<file path="src/core/decode_map.vh">
// constants for the instruction decode and cycle timing block
`ifndef DECODE_MAP_VH
`define DECODE_MAP_VH
`define OFF_CTRL 12'h000
`define OFF_BANK 12'h004
`define OFF_TPTR 12'h008
`define OFF_STAT 12'h00C
`define OFF_COUNT 12'h010
`define CTRL_RUN 0
`define CTRL_EXT 1
`define CTRL_RESET 2'h3
`define BANK_RESET 4'h0
`define TPTR_RESET 21'h00_0000
`define ACCESS_BANK 4'h0
`define PHASES 3'h4
`define WORD_W 16
`define TPTR_W 21
`define FLD_DEST 9
`define FLD_ACC 8
`define NIB_CONT 4'hF
`define NIB_EXT 4'hE
`define NIB_CTRL 4'hD
`define NIB_DWORD 4'hC
`define CL_NOP 3'h0
`define CL_BYTE 3'h1
`define CL_BIT 3'h2
`define CL_LIT 3'h3
`define CL_CTRL 3'h4
`define CL_DWORD 3'h5
`define CL_EXT 3'h6
`define BYTE_SKIP_OP 4'hF
`define DW_BRANCH 2'h3
`define C_BRA 4'h1
`define C_BCOND 4'h2
`define C_CALL 4'h3
`define C_RET 4'h4
`define C_TRD 4'h5
`define C_TWR 4'h6
`define TM_NONE 2'h0
`define TM_POSTINC 2'h1
`define TM_POSTDEC 2'h2
`define TM_PREINC 2'h3
`endif

</file>
<file path="src/core/instr_decode_timing.v">
// instruction word decoder with instruction cycle sequencing and apb registers
`timescale 1ns/10ps
`default_nettype none
`include "decode_map.vh"
module instr_decode_timing (
  input wire pclk,
  input wire presetn,
  input wire clk_en,
  input wire psel,
  input wire penable,
  input wire pwrite,
  input wire [11:0] paddr,
  input wire [31:0] pwdata,
  output reg [31:0] prdata,
  output reg pready,
  output reg pslverr,
  input wire [15:0] instr_word,
  input wire instr_valid,
  input wire cond_true,
  output reg fetch_req,
  output reg issue,
  output reg second_word,
  output reg nop_slot,
  output reg cycle_strobe,
  output reg [1:0] q_phase,
  output reg [2:0] instr_class,
  output reg [5:0] base_opcode,
  output reg [2:0] ext_opcode,
  output reg dest_file,
  output reg [11:0] data_addr,
  output reg [2:0] bit_sel,
  output reg [7:0] literal,
  output reg [7:0] branch_offset,
  output reg [23:0] dw_payload,
  output reg [1:0] cost,
  output reg shadow_save,
  output reg shadow_restore,
  output reg table_access,
  output reg table_write,
  output reg [20:0] table_addr
);
  localparam S_RUN = 3'b001;
  localparam S_SECOND = 3'b010;
  localparam S_NOP = 3'b100;

  reg [2:0] state_r;
  reg [1:0] phase_r;
  reg [1:0] rem_r;
  reg [1:0] ctrl_r;
  reg [3:0] bank_selector_r;
  reg [20:0] table_pointer_r;
  reg [15:0] count_r;
  reg [11:0] dw_low_r;
  reg dw_branch_r;
  reg pend_cond_r;

  // decoded fields of the word on instr_word
  reg [2:0] class_nxt;
  reg [5:0] op_nxt;
  reg [2:0] ext_nxt;
  reg dest_nxt;
  reg [11:0] addr_nxt;
  reg [2:0] bit_nxt;
  reg [1:0] cost_nxt;
  reg save_nxt;
  reg restore_nxt;
  reg tbl_nxt;
  reg twr_nxt;
  reg [20:0] taddr_nxt;
  reg [20:0] tptr_nxt;
  reg [3:0] sub;

  wire [3:0] nib = instr_word[15:12];
  wire [20:0] tp_inc = table_pointer_r + 21'h00_0001;
  wire [20:0] tp_dec = table_pointer_r - 21'h00_0001;
  wire [3:0] bank_eff = instr_word[`FLD_ACC] ? bank_selector_r : `ACCESS_BANK;
  wire boundary = clk_en && (phase_r == 2'h3);
  wire running = ctrl_r[`CTRL_RUN];

  // apb slave, one wait state so read data is registered
  // decoded up here since the core process takes table pointer writes
  wire apb_set = psel && penable && !pready;
  wire apb_wr = apb_set && pwrite && clk_en;
  wire mapped = (paddr == `OFF_CTRL) || (paddr == `OFF_BANK) || (paddr == `OFF_TPTR) ||
                (paddr == `OFF_STAT) || (paddr == `OFF_COUNT);
  reg [31:0] rd_nxt;

  always @* begin
    class_nxt = `CL_NOP;
    op_nxt = 6'h00;
    ext_nxt = 3'h0;
    dest_nxt = 1'b0;
    addr_nxt = {bank_eff, instr_word[7:0]};
    bit_nxt = 3'h0;
    cost_nxt = 2'h1;
    save_nxt = 1'b0;
    restore_nxt = 1'b0;
    tbl_nxt = 1'b0;
    twr_nxt = 1'b0;
    taddr_nxt = table_pointer_r;
    tptr_nxt = table_pointer_r;
    sub = instr_word[11:8];
    // top bits pick the format, the rest are operands
    if (instr_word[15:14] == 2'b00) begin
      class_nxt = `CL_BYTE;
      op_nxt = {2'b00, instr_word[13:10]};
      dest_nxt = instr_word[`FLD_DEST];
      if (instr_word[13:10] == `BYTE_SKIP_OP && cond_true) begin
        cost_nxt = 2'h2;
      end
    end else if (instr_word[15:14] == 2'b01) begin
      class_nxt = `CL_BIT;
      op_nxt = {4'h0, instr_word[13:12]};
      bit_nxt = instr_word[11:9];
      dest_nxt = 1'b1;
      // bit tests skip the next word when true
      if (instr_word[13] && cond_true) begin
        cost_nxt = 2'h2;
      end
    end else if (nib[3:2] == 2'b10) begin
      class_nxt = `CL_LIT;
      op_nxt = {2'b00, instr_word[13:10]};
    end else if (nib == `NIB_DWORD) begin
      class_nxt = `CL_DWORD;
      op_nxt = {4'h0, instr_word[11:10]};
      cost_nxt = 2'h2;
      if (instr_word[11:10] == `DW_BRANCH && cond_true) begin
        cost_nxt = 2'h3;
      end
    end else if (nib == `NIB_CTRL) begin
      class_nxt = `CL_CTRL;
      op_nxt = {2'b00, sub};
      case (sub)
        `C_BRA: begin
          cost_nxt = 2'h2;
        end
        `C_BCOND: begin
          if (cond_true) begin
            cost_nxt = 2'h2;
          end
        end
        `C_CALL: begin
          cost_nxt = 2'h2;
          save_nxt = instr_word[0];
        end
        `C_RET: begin
          cost_nxt = 2'h2;
          restore_nxt = instr_word[0];
        end
        `C_TRD, `C_TWR: begin
          tbl_nxt = 1'b1;
          twr_nxt = (sub == `C_TWR);
          // pointer mode in the two low bits
          case (instr_word[1:0])
            `TM_POSTINC: begin
              tptr_nxt = tp_inc;
            end
            `TM_POSTDEC: begin
              tptr_nxt = tp_dec;
            end
            `TM_PREINC: begin
              taddr_nxt = tp_inc;
              tptr_nxt = tp_inc;
            end
            default: begin
              tptr_nxt = table_pointer_r;
            end
          endcase
        end
        default: begin
          cost_nxt = 2'h1;
        end
      endcase
    end else if (nib == `NIB_EXT) begin
      // extended set off means the word runs as a nop
      if (ctrl_r[`CTRL_EXT]) begin
        class_nxt = `CL_EXT;
        ext_nxt = instr_word[10:8];
      end
    end else begin
      class_nxt = `CL_NOP;
    end
  end

  always @(posedge pclk or negedge presetn) begin
    if (!presetn) begin
      state_r <= S_RUN;
      phase_r <= 2'h0;
      rem_r <= 2'h0;
      table_pointer_r <= `TPTR_RESET;
      count_r <= 16'h0000;
      dw_low_r <= 12'h000;
      dw_branch_r <= 1'b0;
      pend_cond_r <= 1'b0;
      fetch_req <= 1'b0;
      issue <= 1'b0;
      second_word <= 1'b0;
      nop_slot <= 1'b0;
      cycle_strobe <= 1'b0;
      q_phase <= 2'h0;
      instr_class <= `CL_NOP;
      base_opcode <= 6'h00;
      ext_opcode <= 3'h0;
      dest_file <= 1'b0;
      data_addr <= 12'h000;
      bit_sel <= 3'h0;
      literal <= 8'h00;
      branch_offset <= 8'h00;
      dw_payload <= 24'h00_0000;
      cost <= 2'h0;
      shadow_save <= 1'b0;
      shadow_restore <= 1'b0;
      table_access <= 1'b0;
      table_write <= 1'b0;
      table_addr <= 21'h00_0000;
    end else if (clk_en) begin
      phase_r <= phase_r + 2'h1;
      q_phase <= phase_r;
      cycle_strobe <= boundary;
      issue <= 1'b0;
      second_word <= 1'b0;
      nop_slot <= 1'b0;
      shadow_save <= 1'b0;
      shadow_restore <= 1'b0;
      table_access <= 1'b0;
      // no fetch while an inserted nop cycle runs
      fetch_req <= running && (state_r != S_NOP);
      // a table op in the same cycle overrides this write
      if (apb_wr && paddr == `OFF_TPTR) begin
        table_pointer_r <= pwdata[20:0];
      end
      if (boundary && running) begin
        case (state_r)
          S_RUN: begin
            if (instr_valid) begin
              issue <= 1'b1;
              count_r <= count_r + 16'h0001;
              instr_class <= class_nxt;
              base_opcode <= op_nxt;
              ext_opcode <= ext_nxt;
              dest_file <= dest_nxt;
              data_addr <= addr_nxt;
              bit_sel <= bit_nxt;
              literal <= instr_word[7:0];
              branch_offset <= instr_word[7:0];
              cost <= cost_nxt;
              shadow_save <= save_nxt;
              shadow_restore <= restore_nxt;
              table_access <= tbl_nxt;
              table_write <= twr_nxt;
              table_addr <= taddr_nxt;
              if (tbl_nxt) begin
                table_pointer_r <= tptr_nxt;
              end
              if (class_nxt == `CL_DWORD) begin
                dw_low_r <= instr_word[11:0];
                dw_branch_r <= (cost_nxt == 2'h3);
                state_r <= S_SECOND;
              end else if (cost_nxt != 2'h1) begin
                rem_r <= cost_nxt - 2'h1;
                state_r <= S_NOP;
              end
            end
          end
          S_SECOND: begin
            // a second word is consumed here, never decoded alone
            if (instr_valid) begin
              second_word <= 1'b1;
              dw_payload <= {dw_low_r, instr_word[11:0]};
              pend_cond_r <= (instr_word[15:12] != `NIB_CONT);
              if (dw_branch_r) begin
                rem_r <= 2'h1;
                state_r <= S_NOP;
              end else begin
                state_r <= S_RUN;
              end
            end
          end
          S_NOP: begin
            // nop slots ignore instr_valid, nothing is fetched
            nop_slot <= 1'b1;
            rem_r <= rem_r - 2'h1;
            if (rem_r == 2'h1) begin
              state_r <= S_RUN;
            end
          end
          default: begin
            state_r <= S_RUN;
          end
        endcase
      end
    end
  end

  // register read mux, unmapped offsets read as zero

  always @* begin
    rd_nxt = 32'h0000_0000;
    case (paddr)
      `OFF_CTRL: begin
        rd_nxt = {30'h0000_0000, ctrl_r};
      end
      `OFF_BANK: begin
        rd_nxt = {28'h000_0000, bank_selector_r};
      end
      `OFF_TPTR: begin
        rd_nxt = {11'h000, table_pointer_r};
      end
      `OFF_STAT: begin
        rd_nxt = {24'h00_0000, pend_cond_r, cost, state_r, phase_r};
      end
      `OFF_COUNT: begin
        rd_nxt = {16'h0000, count_r};
      end
      default: begin
        rd_nxt = 32'h0000_0000;
      end
    endcase
  end

  always @(posedge pclk or negedge presetn) begin
    if (!presetn) begin
      ctrl_r <= `CTRL_RESET;
      bank_selector_r <= `BANK_RESET;
      prdata <= 32'h0000_0000;
      pready <= 1'b0;
      pslverr <= 1'b0;
    end else if (clk_en) begin
      pready <= apb_set;
      // writes to read-only offsets drop silently, no error
      pslverr <= apb_set && !mapped;
      // read data is zero outside the answer cycle
      prdata <= (apb_set && !pwrite) ? rd_nxt : 32'h0000_0000;
      if (apb_wr && paddr == `OFF_CTRL) begin
        ctrl_r <= pwdata[1:0];
      end
      if (apb_wr && paddr == `OFF_BANK) begin
        bank_selector_r <= pwdata[3:0];
      end
    end
  end
endmodule
`default_nettype wire

</file>
<file path="config.mk">
export PLATFORM = sky130hd
export DESIGN_NAME = instr_decode_timing
export DESIGN_NICKNAME = d
export VERILOG_FILES = /design/src/core/instr_decode_timing.v
export VERILOG_INCLUDE_DIRS = /design/src /design/src/core
export SDC_FILE = /design/constraint.sdc
export NUM_CORES = 1
export LEC_CHECK = 0
export ABC_AREA = 1
export BUFFER_PORTS_ARGS = -buffer_cell sky130_fd_sc_hd__buf_2
export CAP_MARGIN = 20
export CORE_AREA = 3 3 136 138
export DETAILED_ROUTE_END_ITERATION = 16
export DIE_AREA = 0 0 139 141
export PLACE_DENSITY = 0.8
export SLEW_MARGIN = 20
export SYNTH_ARGS = -nofsm -noshare
export SYNTH_HDL_FRONTEND = slang
export SYNTH_SLANG_ARGS = --single-unit
</file>
<file path="constraint.sdc">
create_clock -name pclk -period 2 [get_ports pclk]
set_input_delay 0 -clock pclk [delete_from_list [all_inputs] [get_ports pclk]]
set_output_delay 0 -clock pclk [all_outputs]
set_load 0.03 [all_outputs]
</file>
# Yosys cells after proc, flatten, opt, wreduce, memory -nomap -nowiden
# Cells that the tools add are included.
# Widths: inputs -> output; s select.
# classes
muxes,108
reduce_logical,36
n_addsub,6
n_eq_ne,44
# ops
op,count
$mux 21,18
$pmux 21 s5,1
$mux 3,22
$mux 1,43
$pmux 21 s2,1
$mux 32,1
$mux 2,13
$ne 5x5->1 const B,5
$eq 12x4->1 const B,2
$mux 4,6
$add 21x1->21 const B,1
$sub 21x1->21 const B,1
$add 16x1->16 const B,1
$eq 4x4->1 const B,4
$reduce_and 8->1,2
$logic_and 1x1->1,15
$eq 12x3->1 const B,1
$eq 12x5->1 const B,1
$eq 2x2->1 const B,6
$eq 4x3->1 const B,3
$logic_not 12->1,1
$ne 2x2->1 const B,6
$pmux 3 s3,1
$eq 4x2->1 const B,2
other kinds (24),37
# word_totals
ff_bits,192
input_bits,68
output_inout_bits,136
wordCells,227

# Longest topological paths before layout
# Gate-level depths: netlist of the first run.
# depth
word_depth,13
depth_mapped,13
ltp_nobuf,13

# Worst setup path after synthesis of the first run
# No wires, ideal clock.
# synth_timing
kind,register -> register
start,reg pready
end,reg table_pointer_r[0]
slack_ns,0.263
synth_period_minus_slack_ns,1.737
t_arrival_ns,1.621
n_path_buf,1
setup_ns,0.116
required_time_ns,1.884
path_stages_with_launch,10
path_cell_list,dfrtp_1 inv_1 nand3_1 nor3_4 nand3_2 buf_2 a21oi_1 o21ai_0 nand2_1 nand2_1
# synth_via
elab_chain_cells,10
# synth_rtl
item,line,source
"start, declared",instr_decode_timing.v:15,"output reg pready,"
"start signal, assigned",instr_decode_timing.v:329,pready <= apb_set;
$logic_not 1->1 *,instr_decode_timing.v:82,wire apb_set = psel && penable && !pready;
$logic_and 1x1->1 *,instr_decode_timing.v:82,
$logic_and 1x1->1 * (2 in a row),instr_decode_timing.v:83,wire apb_wr = apb_set && pwrite && clk_en;
$logic_and 1x1->1 (no source line) *,-,
$mux 21 *,instr_decode_timing.v:229,if (apb_wr && paddr == `OFF_TPTR) begin
$mux 21,instr_decode_timing.v:252,if (tbl_nxt) begin
$mux 21,instr_decode_timing.v:235,if (instr_valid) begin
$mux 21,instr_decode_timing.v:233,case (state_r)
$mux 21 *,instr_decode_timing.v:232,if (boundary && running) begin
"end signal, assigned",instr_decode_timing.v:190,table_pointer_r <= `TPTR_RESET;
"end signal, assigned",instr_decode_timing.v:230,table_pointer_r <= pwdata[20:0];
"end signal, assigned",instr_decode_timing.v:253,table_pointer_r <= tptr_nxt;
"end, declared",instr_decode_timing.v:51,reg [20:0] table_pointer_r;
# Mark *: on every way between the ends. The rest lies on a longest branch, timed or not.
# A chain may end at the register's enable or synchronous reset.

# Worst setup path in the final report of the first run
# layout_timing
start,in instr_word[8]
end,reg rem_r[1]
# layout_via
elab_chain_cells,13
elab_cells_between_ends,19
classes_between,1 x add/sub; 6 x eq/ne; 10 x mux; 2 x reduce/logical
# layout_rtl
item,line,source
"start, declared",instr_decode_timing.v:17,"input wire [15:0] instr_word,"
$eq 4x3->1 (tied with other cells),instr_decode_timing.v:133,case (sub)
$reduce_or 3->1 (no source line),-,
$pmux 2 s2 *,instr_decode_timing.v:133,
$mux 2 *,instr_decode_timing.v:130,end else if (nib == `NIB_CTRL) begin
$mux 2 *,instr_decode_timing.v:123,end else if (nib == `NIB_DWORD) begin
$mux 2 *,instr_decode_timing.v:120,end else if (nib[3:2] == 2'b10) begin
$mux 2 *,instr_decode_timing.v:111,end else if (instr_word[15:14] == 2'b01) begin
$mux 2 *,instr_decode_timing.v:104,if (instr_word[15:14] == 2'b00) begin
net cost_nxt[0],instr_decode_timing.v:64,reg [1:0] cost_nxt;
$sub 2x1->2,instr_decode_timing.v:260,rem_r <= cost_nxt - 2'h1;
$mux 2,instr_decode_timing.v:259,end else if (cost_nxt != 2'h1) begin
$mux 2,instr_decode_timing.v:255,if (class_nxt == `CL_DWORD) begin
$mux 2,instr_decode_timing.v:235,
$pmux 2 s3,instr_decode_timing.v:233,
"end signal, assigned",instr_decode_timing.v:260,
"end signal, assigned",instr_decode_timing.v:282,rem_r <= rem_r - 2'h1;
"end, declared",instr_decode_timing.v:48,reg [1:0] rem_r;
# The timed path passes the listed nets; every way through them passes the cells marked *. The select of a mux whose other input is x is not followed.

==> results of run 1 <==
[routing by layer]
layer	wire length, um	up-vias
li1	-	4597
met1	12700	4548
met2	13600	493
met3	2490	69
met4	690	0
met5	0	-
[power groups by stage]
stage	registers [mW]	logic, mW	clock network [mW]
after floorplan	3.67	0.516	0
after global placement	3.64	0.860	0
after detailed placement	3.64	0.876	0
after CTS	3.58	0.937	3.35
after global routing	3.58	1.07	3.52
final	3.58	0.962	3.33
[kinds of logic after synthesis]
| logic type | count (synthesis) |
|---|---|
| AND/OR/NAND/NOR | 733 |
| buffers and inverters | 201 |
| AO/OA/AOI/OAI | 171 |
| flip-flops | 171 |
| XOR/XNOR | 23 |
| adder cells (fa/ha/maj) | 7 |
| other | 1 |
[how the worst min path moves through the flow]
stage,start,to,slack [ns]
after global placement,presetn,q_phase[1]$_DFFE_PN0P_,-0.10
after detailed placement,presetn,q_phase[1]$_DFFE_PN0P_,-0.1
after floorplan,presetn,bank_selector_r[0]$_DFFE_PN0P_,-0.30
after CTS,instr_word[11],dw_low_r[11]$_DFFE_PN0P_,0.004
final,instr_word[11],dw_low_r[11]$_DFFE_PN0P_,0.003
after global routing,pwdata[4],table_pointer_r[4]$_DFFE_PN0P_,0.02
[state kept, by name, summed over array words and instances, names as in the netlist, 4 cells and up]
register,count
data_addr,12
base_opcode,4
count_r,16
bank_selector_r,4
dw_low_r,12
prdata,21
dw_payload,24
table_pointer_r,21
table_addr,21
[layout by cell type (no fill, tap or decap), types with 17 or more instances in the layout]
cell,synthesis,routed
buf_2,26,177
buf_4,35,45
clkbuf_16,0,17
inv_1,99,98
xor2_1,21,21
dfrtp_1,168,167
nand3_1,123,120
nand2_1,437,435
o21ai_0,89,89
nor2_1,114,107
dlygate4sd3_1,0,39
nand4_1,23,23
a21oi_1,32,32
[per-stage QoR]
step / total power, mW / hold WS (ns) / cells
4_1_cts: 7.87 / 0.00445 / 1748
6_report: 7.88 / 0.00340 / 1748
5_1_grt: 8.18 / 0.0186 / 1748
2_1_floorplan: 4.18 / -0.296 / 1319
3_3_place_gp: 4.50 / -0.102 / 1677
3_5_place_dp: 4.52 / -0.0972 / 1677
[cell type report]
type / instances / area [um2]
well taps: 225 / 282
inverters: 104 / 390
fillers: 1436 / 5480
repair buffers: 269 / 1770
flip-flops and latches: 171 / 4280
multi-input cells: 947 / 4500
clock buffers: 17 / 425
clock inverters: 15 / 161
[worst max-delay path: stages]
cell           delay, ns
buf_2               0.19
dlygate4sd3_1       0.69
nand2_1             0.11
nand4_1             0.11
nand2_1             0.08
nand2_2             0.11
nand3_4             0.11
ha_1                0.24
o21ai_0             0.20
nand4_1             0.22
nor2_1              0.17
a21oi_1             0.05
[what timing repair did]
action	CTS	global route
setup endpoints to repair	2	26
hold buffers	39	0
endpoints found under the hold margin	228	0
resized for setup	2	21
pin swaps	0	5
==> results by group, run 1 <==
Job
  – MaxCap Viol Count: 0

Synthesis
  – Post-synth top cells: 437 x nand2_1, 168 x dfrtp_1, 123 x nand3_1
  – Most common cell in the netlist: nand2_1
  – Yosys warning count: 0
  – Top FF cell, synth: dfrtp_1
  – Share of the synthesized area in the top cell type: 0.439
  – Register area share after synthesis: 0.447
  – Post-synth ARST share: 1.00
  – Syn avg cell area: 7.32 um2
  – Post-synth cell types: 43
  – Post-synth EDFFs: 0
  – Simple-gate share of the synthesized area: 0.326
  – Area contributors post-synth: dfrtp_1 44%, nand2_1 17%, nand3_1 6.4%
  – Multiplexer share of the synthesized area: 0
  – Area leader, netlist: dfrtp_1
  – Main combinational cell family by area after synthesis: simple AND/OR/NAND/NOR gates
  – Synth Area in XOR/XNOR: 0.0210
  – Post-Synthesis Cells: roughly 1300
  – Syn Std Cell Area: ~9600 um2
  – Yosys reg bits: around 170
  – Synth Area in Adders: 0.00915
  – Synth Area in Compound Gates: 0.0993

Worst setup path
  – Worst Path Arrival: 2.28 ns
  – Crit Path Category: primary input to register
  – Maximum fanout along the worst path: 7
  – Crit path to: rem_r[1]$_DFFE_PN0P_
  – Worst endpoint required time: between 2 and 2.5 ns
  – Worst R2R End: table_pointer_r[8]$_DFFE_PN0P_
  – Reg2reg path depth: 11
  – Worst r2r src: table_pointer_r[0]$_DFFE_PN0P_
  – CP Launch Type: primary input
  – Reg2reg setup slack: 0.12 ns
  – Critical path launch point: instr_word[8]
  – Crit path capture type: register

Floorplan
  – Die area: ~20000 um2
  – Core box area: ~17000 um2
  – Initial core utilization: 0.553
  – Die X: about 140 um
  – Num rows: 48
  – DIE HEIGHT: approximately 140 um
  – I/O pins: 204

Hold path
  – Worst hold path depth: 3
  – HP Class: primary input to register

GRT
  – Met3 GRT Util: 0.0529
  – Vias in the first global route: roughly 9000
  – Grt met1 use: 0.427
  – Total gr overflow: 0
  – Pin count of the biggest net entering global routing: 77
  – Initial antenna violation count: 0
  – Met2 usage: 0.472
  – Most Used Layer, Global Route: met2
  – Gr usage total: 0.299
  – Global-route wire length before repair: roughly 47000 um

Cells and area
  – Ant. Diodes: 0
  – Final Cell Area: roughly 12000 um2
  – Fin util: 0.683
  – Ratio of cells with drive above 1 in the final layout: 0.204
  – Final nets: 1585
  – Area Overhead vs Synth: 23.4%

Detailed routing
  – Vias per cell: 5.55
  – DR iter-0 viols: slightly below 1000
  – Number of nets still failing antenna checks after routing: 0
  – DRC Markers: 0
  – Wire per inst: around 17 um
  – Total iterations of the first detailed-routing run: 6
  – Via count: between 9000 and 10000
  – Final WL: approximately 30000 um

Clocking
  – Clock latency on the worst-skew pair: around 0.44 ns
  – Longest Clk Path Bufs: 2
  – CTS tree: yes
  – TritonCTS Buffers: 17
  – Clock transition at path regs: ~0.070 ns
  – H-tree depth: 4
  – Sinks on the clock net: approximately 170
  – Clock root buffer master: clkbuf_16
  – Postcts setup bufs: 0

Place
  – Area post-placement: approximately 11000 um2
  – Port Buffer Count: around 180
  – Final HPWL DP: 21000 um
  – Post-placement worst setup slack: -0.0675 ns
  – RePlAce Congestion: 0.942

Timing
  – Setup TNS: 0 ns
  – Max Transition Viols Final: 0
  – Final worst-path cycle share: 0.982
  – F_max: 509 MHz
  – Rel. slew slack: 0.501
  – Minimum clock period: just under 2 ns
  – Worst-Margin Slew: between 0.7 and 0.8 ns
  – RSZ-0062 raised after global routing: yes
  – Clock skew: about 0.0073 ns
  – Setup ws final: ~0.037 ns
  – Final Hold Fails: 0
  – Final setup fails: 0

Power and ir drop
  – Leak: around 6.3 nW
  – Combinational share of power: 0.122
  – Reg power frac: 0.455
  – Pwr dens: roughly 670 nW/um2
  – Switching fraction of total power: 0.287
  – Clock Power Share: 0.423
  – Sw Pwr: around 2.3 mW
  – VDD IR max: 0.000640 V
  – Internal power: 5.61 mW

Status
  – Status: completed
Power figures use the tool's default switching activity.
==> run 2, diff against run 1 <==
--- a/config.mk
+++ b/config.mk
@@ -9,9 +9,9 @@
 export ABC_AREA = 1
 export BUFFER_PORTS_ARGS = -buffer_cell sky130_fd_sc_hd__buf_2
 export CAP_MARGIN = 20
-export CORE_AREA = 3 3 136 138
+export CORE_AREA = 2 2 135 137
 export DETAILED_ROUTE_END_ITERATION = 16
-export DIE_AREA = 0 0 139 141
+export DIE_AREA = 0 0 137 139
 export PLACE_DENSITY = 0.8
 export SLEW_MARGIN = 20
 export SYNTH_ARGS = -nofsm -noshare
==> results by group, run 2 (same netlist as run 1, synthesis figures left out) <==
Status
  – Status: completed

Worst setup path
  – CP bufs+invs: 4 (+2)
  – Cell Chain, Critical Path: dlygate4sd3_1 -> buf_2 -> nand2_2 -> inv_1 -> nand3_2 -> nand4_1 -> nand2_1 -> nand2_1 -> nand3_2 -> buf_4 -> ha_1 -> o31ai_2 -> nor2_1 -> a21oi_1
  – Critical path launch point: instr_word[15]
  – Maximum fanout along the worst path: 5 (-2)
  – Worst endpoint required time: 2.37 ns (+0.05 ns)
  – Worst r2r src: phase_r[0]$_DFFE_PN0P_
  – Crit path capture type: register
  – CP peak stage delay: 0.52 ns (-0.17 ns)
  – CP max stage cell: dlygate4sd3_1
  – CP Launch Type: primary input
  – Worst Path Arrival: 2.30 ns (+0.02 ns)
  – Largest delay share family, worst path: buffers and inverters
  – Reg2reg setup slack: 0.13 ns (about the same)
  – Crit Path Category: primary input to register

Timing
  – RSZ-0062 raised after global routing: yes
  – Final setup fails: 0 (unchanged)
  – Rel. slew slack: 0.561 (+0.0598)
  – Final worst-path cycle share: 0.966 (-0.0156)
  – Final Hold Fails: 0 (unchanged)
  – F_max: 518 MHz (+1.6%)
  – Minimum clock period: 1.93 ns (-0.0312 ns)
  – Worst-Margin Slew: 0.657 ns (-0.0856 ns)
  – Clock skew: 0.0108 ns (+0.00354 ns)
  – Max Transition Viols Final: 0 (unchanged)

Clocking
  – TritonCTS Buffers: 17 (unchanged)
  – Sinks on the clock net: 171 (unchanged)
  – Clock root buffer master: clkbuf_16
  – H-tree depth: 4 (unchanged)
  – Clock latency on the worst-skew pair: 0.44 ns (about the same)
  – CTS tree: yes
  – Longest Clk Path Bufs: 2 (unchanged)
  – Clock transition at path regs: 0.07 ns (about the same)

GRT
  – Total gr overflow: 0 (unchanged)
  – Initial antenna violation count: 0 (unchanged)
  – Vias in the first global route: 8976 (-0.17%)
  – Pin count of the biggest net entering global routing: 63 (-18%)
  – Gr usage total: 0.310 (+0.0109)
  – Global-route wire length before repair: 46500 um (-2.0%)

Floorplan
  – Core box area: 17700 um2 (+2.1%)
  – Num rows: 49 (+2.1%)
  – Initial core utilization: 0.542 (-0.0113)
  – DIE HEIGHT: 139 um (-1.4%)
  – Die X: 137 um (-1.4%)
  – I/O pins: 204 (unchanged)
  – Die area: 19000 um2 (-2.8%)

Place
  – Final HPWL DP: 20900 um (-0.38%)
  – Port Buffer Count: 179 (unchanged)
  – RePlAce Congestion: 0.932 (-1.0%)
  – Placed cell count: 1683 (+0.36%)

Power and ir drop
  – Leak: 6.30 nW (about the same)
  – Power Total: 7.93 mW (+0.67%)
  – Pwr dens: 669 nW/um2 (+0.29%)
  – VDD IR max: 0.000627 V (-2.1%)

Cells and area
  – Number of flip-flops in the largest register: 24 (unchanged)
  – Ratio of cells with drive above 1 in the final layout: 0.212 (+0.00798)
  – Fillcell total: 1497 (+4.2%)
  – Leading cell types in the layout, fill and taps excluded: 435 x nand2_1, 178 x buf_2, 164 x dfrtp_1, 118 x nand3_1, 108 x nor2_1
  – Final nets: 1589 (+0.25%)
  – Biggest register: dw_payload
  – Most common cell after layout, fill and taps aside: nand2_1
  – Fin util: 0.672 (-0.0114)
  – Area Overhead vs Synth: 23.9%
  – Register area: 4290 um2 (about the same)
  – Footprint of the multi-input gates: 4510 um2 (+0.11%)
  – Ant. Diodes: 0 (unchanged)
  – Non-Filler Instances: 1756 (+0.46%)

Job
  – MaxCap Viol Count: 0 (unchanged)

Detailed routing
  – Via count: 9716 (+0.093%)
  – DR iter-0 viols: 1091 (+9.8%)
  – DRC Markers: 0 (unchanged)
  – Total iterations of the first detailed-routing run: 5 (-1)
  – Number of nets still failing antenna checks after routing: 0 (unchanged)
  – Wire per inst: 16.5 um (-1.8%)
  – Final WL: 29100 um (-1.3%)
  – Vias per cell: 5.53 (-0.36%)

Hold path
  – HP Class: primary input to register
  – Hold Startpoint: instr_word[14]
## run 2: changes by cell type in the layout (fill, tap and decap cells not counted), moves of 3 or more
| cell | change |
|---|---|
| buf_6 | +4 |
| dfrtp_1 | -3 |
| dlygate4sd3_1 | -4 |
| dfrtp_2 | +3 |
| buf_4 | +5 |
## run 2: metal layers
layer / track usage / wire length [um] / part of all wire
met2: 0.477 / 13100 / 0.45
met5: 0 / 0 / 0
met4: 0.0814 / 616 / 0.021
met3: 0.0508 / 2530 / 0.087
met1: 0.457 / 12800 / 0.44
## run 2: layout make-up
type                    instances  share of cell area
well taps                     229              0.0242
clock buffers                  17              0.0359
inverters                     104              0.0334
flip-flops and latches        171               0.362
multi-input cells             947               0.380
repair buffers                273               0.150
clock inverters                15              0.0151
## run 2: power by group
part	leakage [nW]	internal, mW	switching (mW)
sequential	2.30	3.52	0.0574
clock	0.290	1.79	1.60
combinational	3.72	0.338	0.634
## run 2: worst register-to-register path, cell delays in order, from the launching register on
cell and delay, ns:
dfrtp_1 0.39, ha_1 0.23, nand3_2 0.11, nor2_4 0.04, nand2_2 0.10, nor2_4 0.06, a21oi_4 0.53, nand2_1 0.13
inv_1 0.09, nand2_1 0.07, nand2_1 0.06
## run 2: final timing paths
check / depth (start not counted) / end
min in group asynchronous: 2 / data_addr[11]$_DFFE_PN0P_
worst max register to register: 10 / table_pointer_r[17]$_DFFE_PN0P_
worst min register to register: 2 / prdata[20]$_DFFE_PN0P_
worst min-delay path: 4 / shadow_save$_DFFE_PN0P_
worst max-delay path: 14 / rem_r[1]$_DFFE_PN0P_
max in group asynchronous: 3 / prdata[19]$_DFFE_PN0P_
## run 2: stage by stage
step / worst slack (ns) / area [um2] / TNS, ns / hold WS [ns]
floorplan: 0.263 / 9620 / 0 / -0.296
global placement: -0.00883 / 10700 / -0.0240 / 0.0261
detailed placement: -0.107 / 10700 / -0.746 / 0.0333
CTS: 0.00534 / 11700 / 0 / 0.000870
global route: -0.0811 / 11900 / -0.282 / 0.0369
finish: 0.0679 / 11900 / 0 / 0.0157
## run 2: repair_timing
item	CTS	global route
pin swaps	0	8
gates resized for setup	1	35
setup buffers	0	6
hold buffers	35	0
setup endpoints to repair	18	72
hold endpoints to repair	117	0
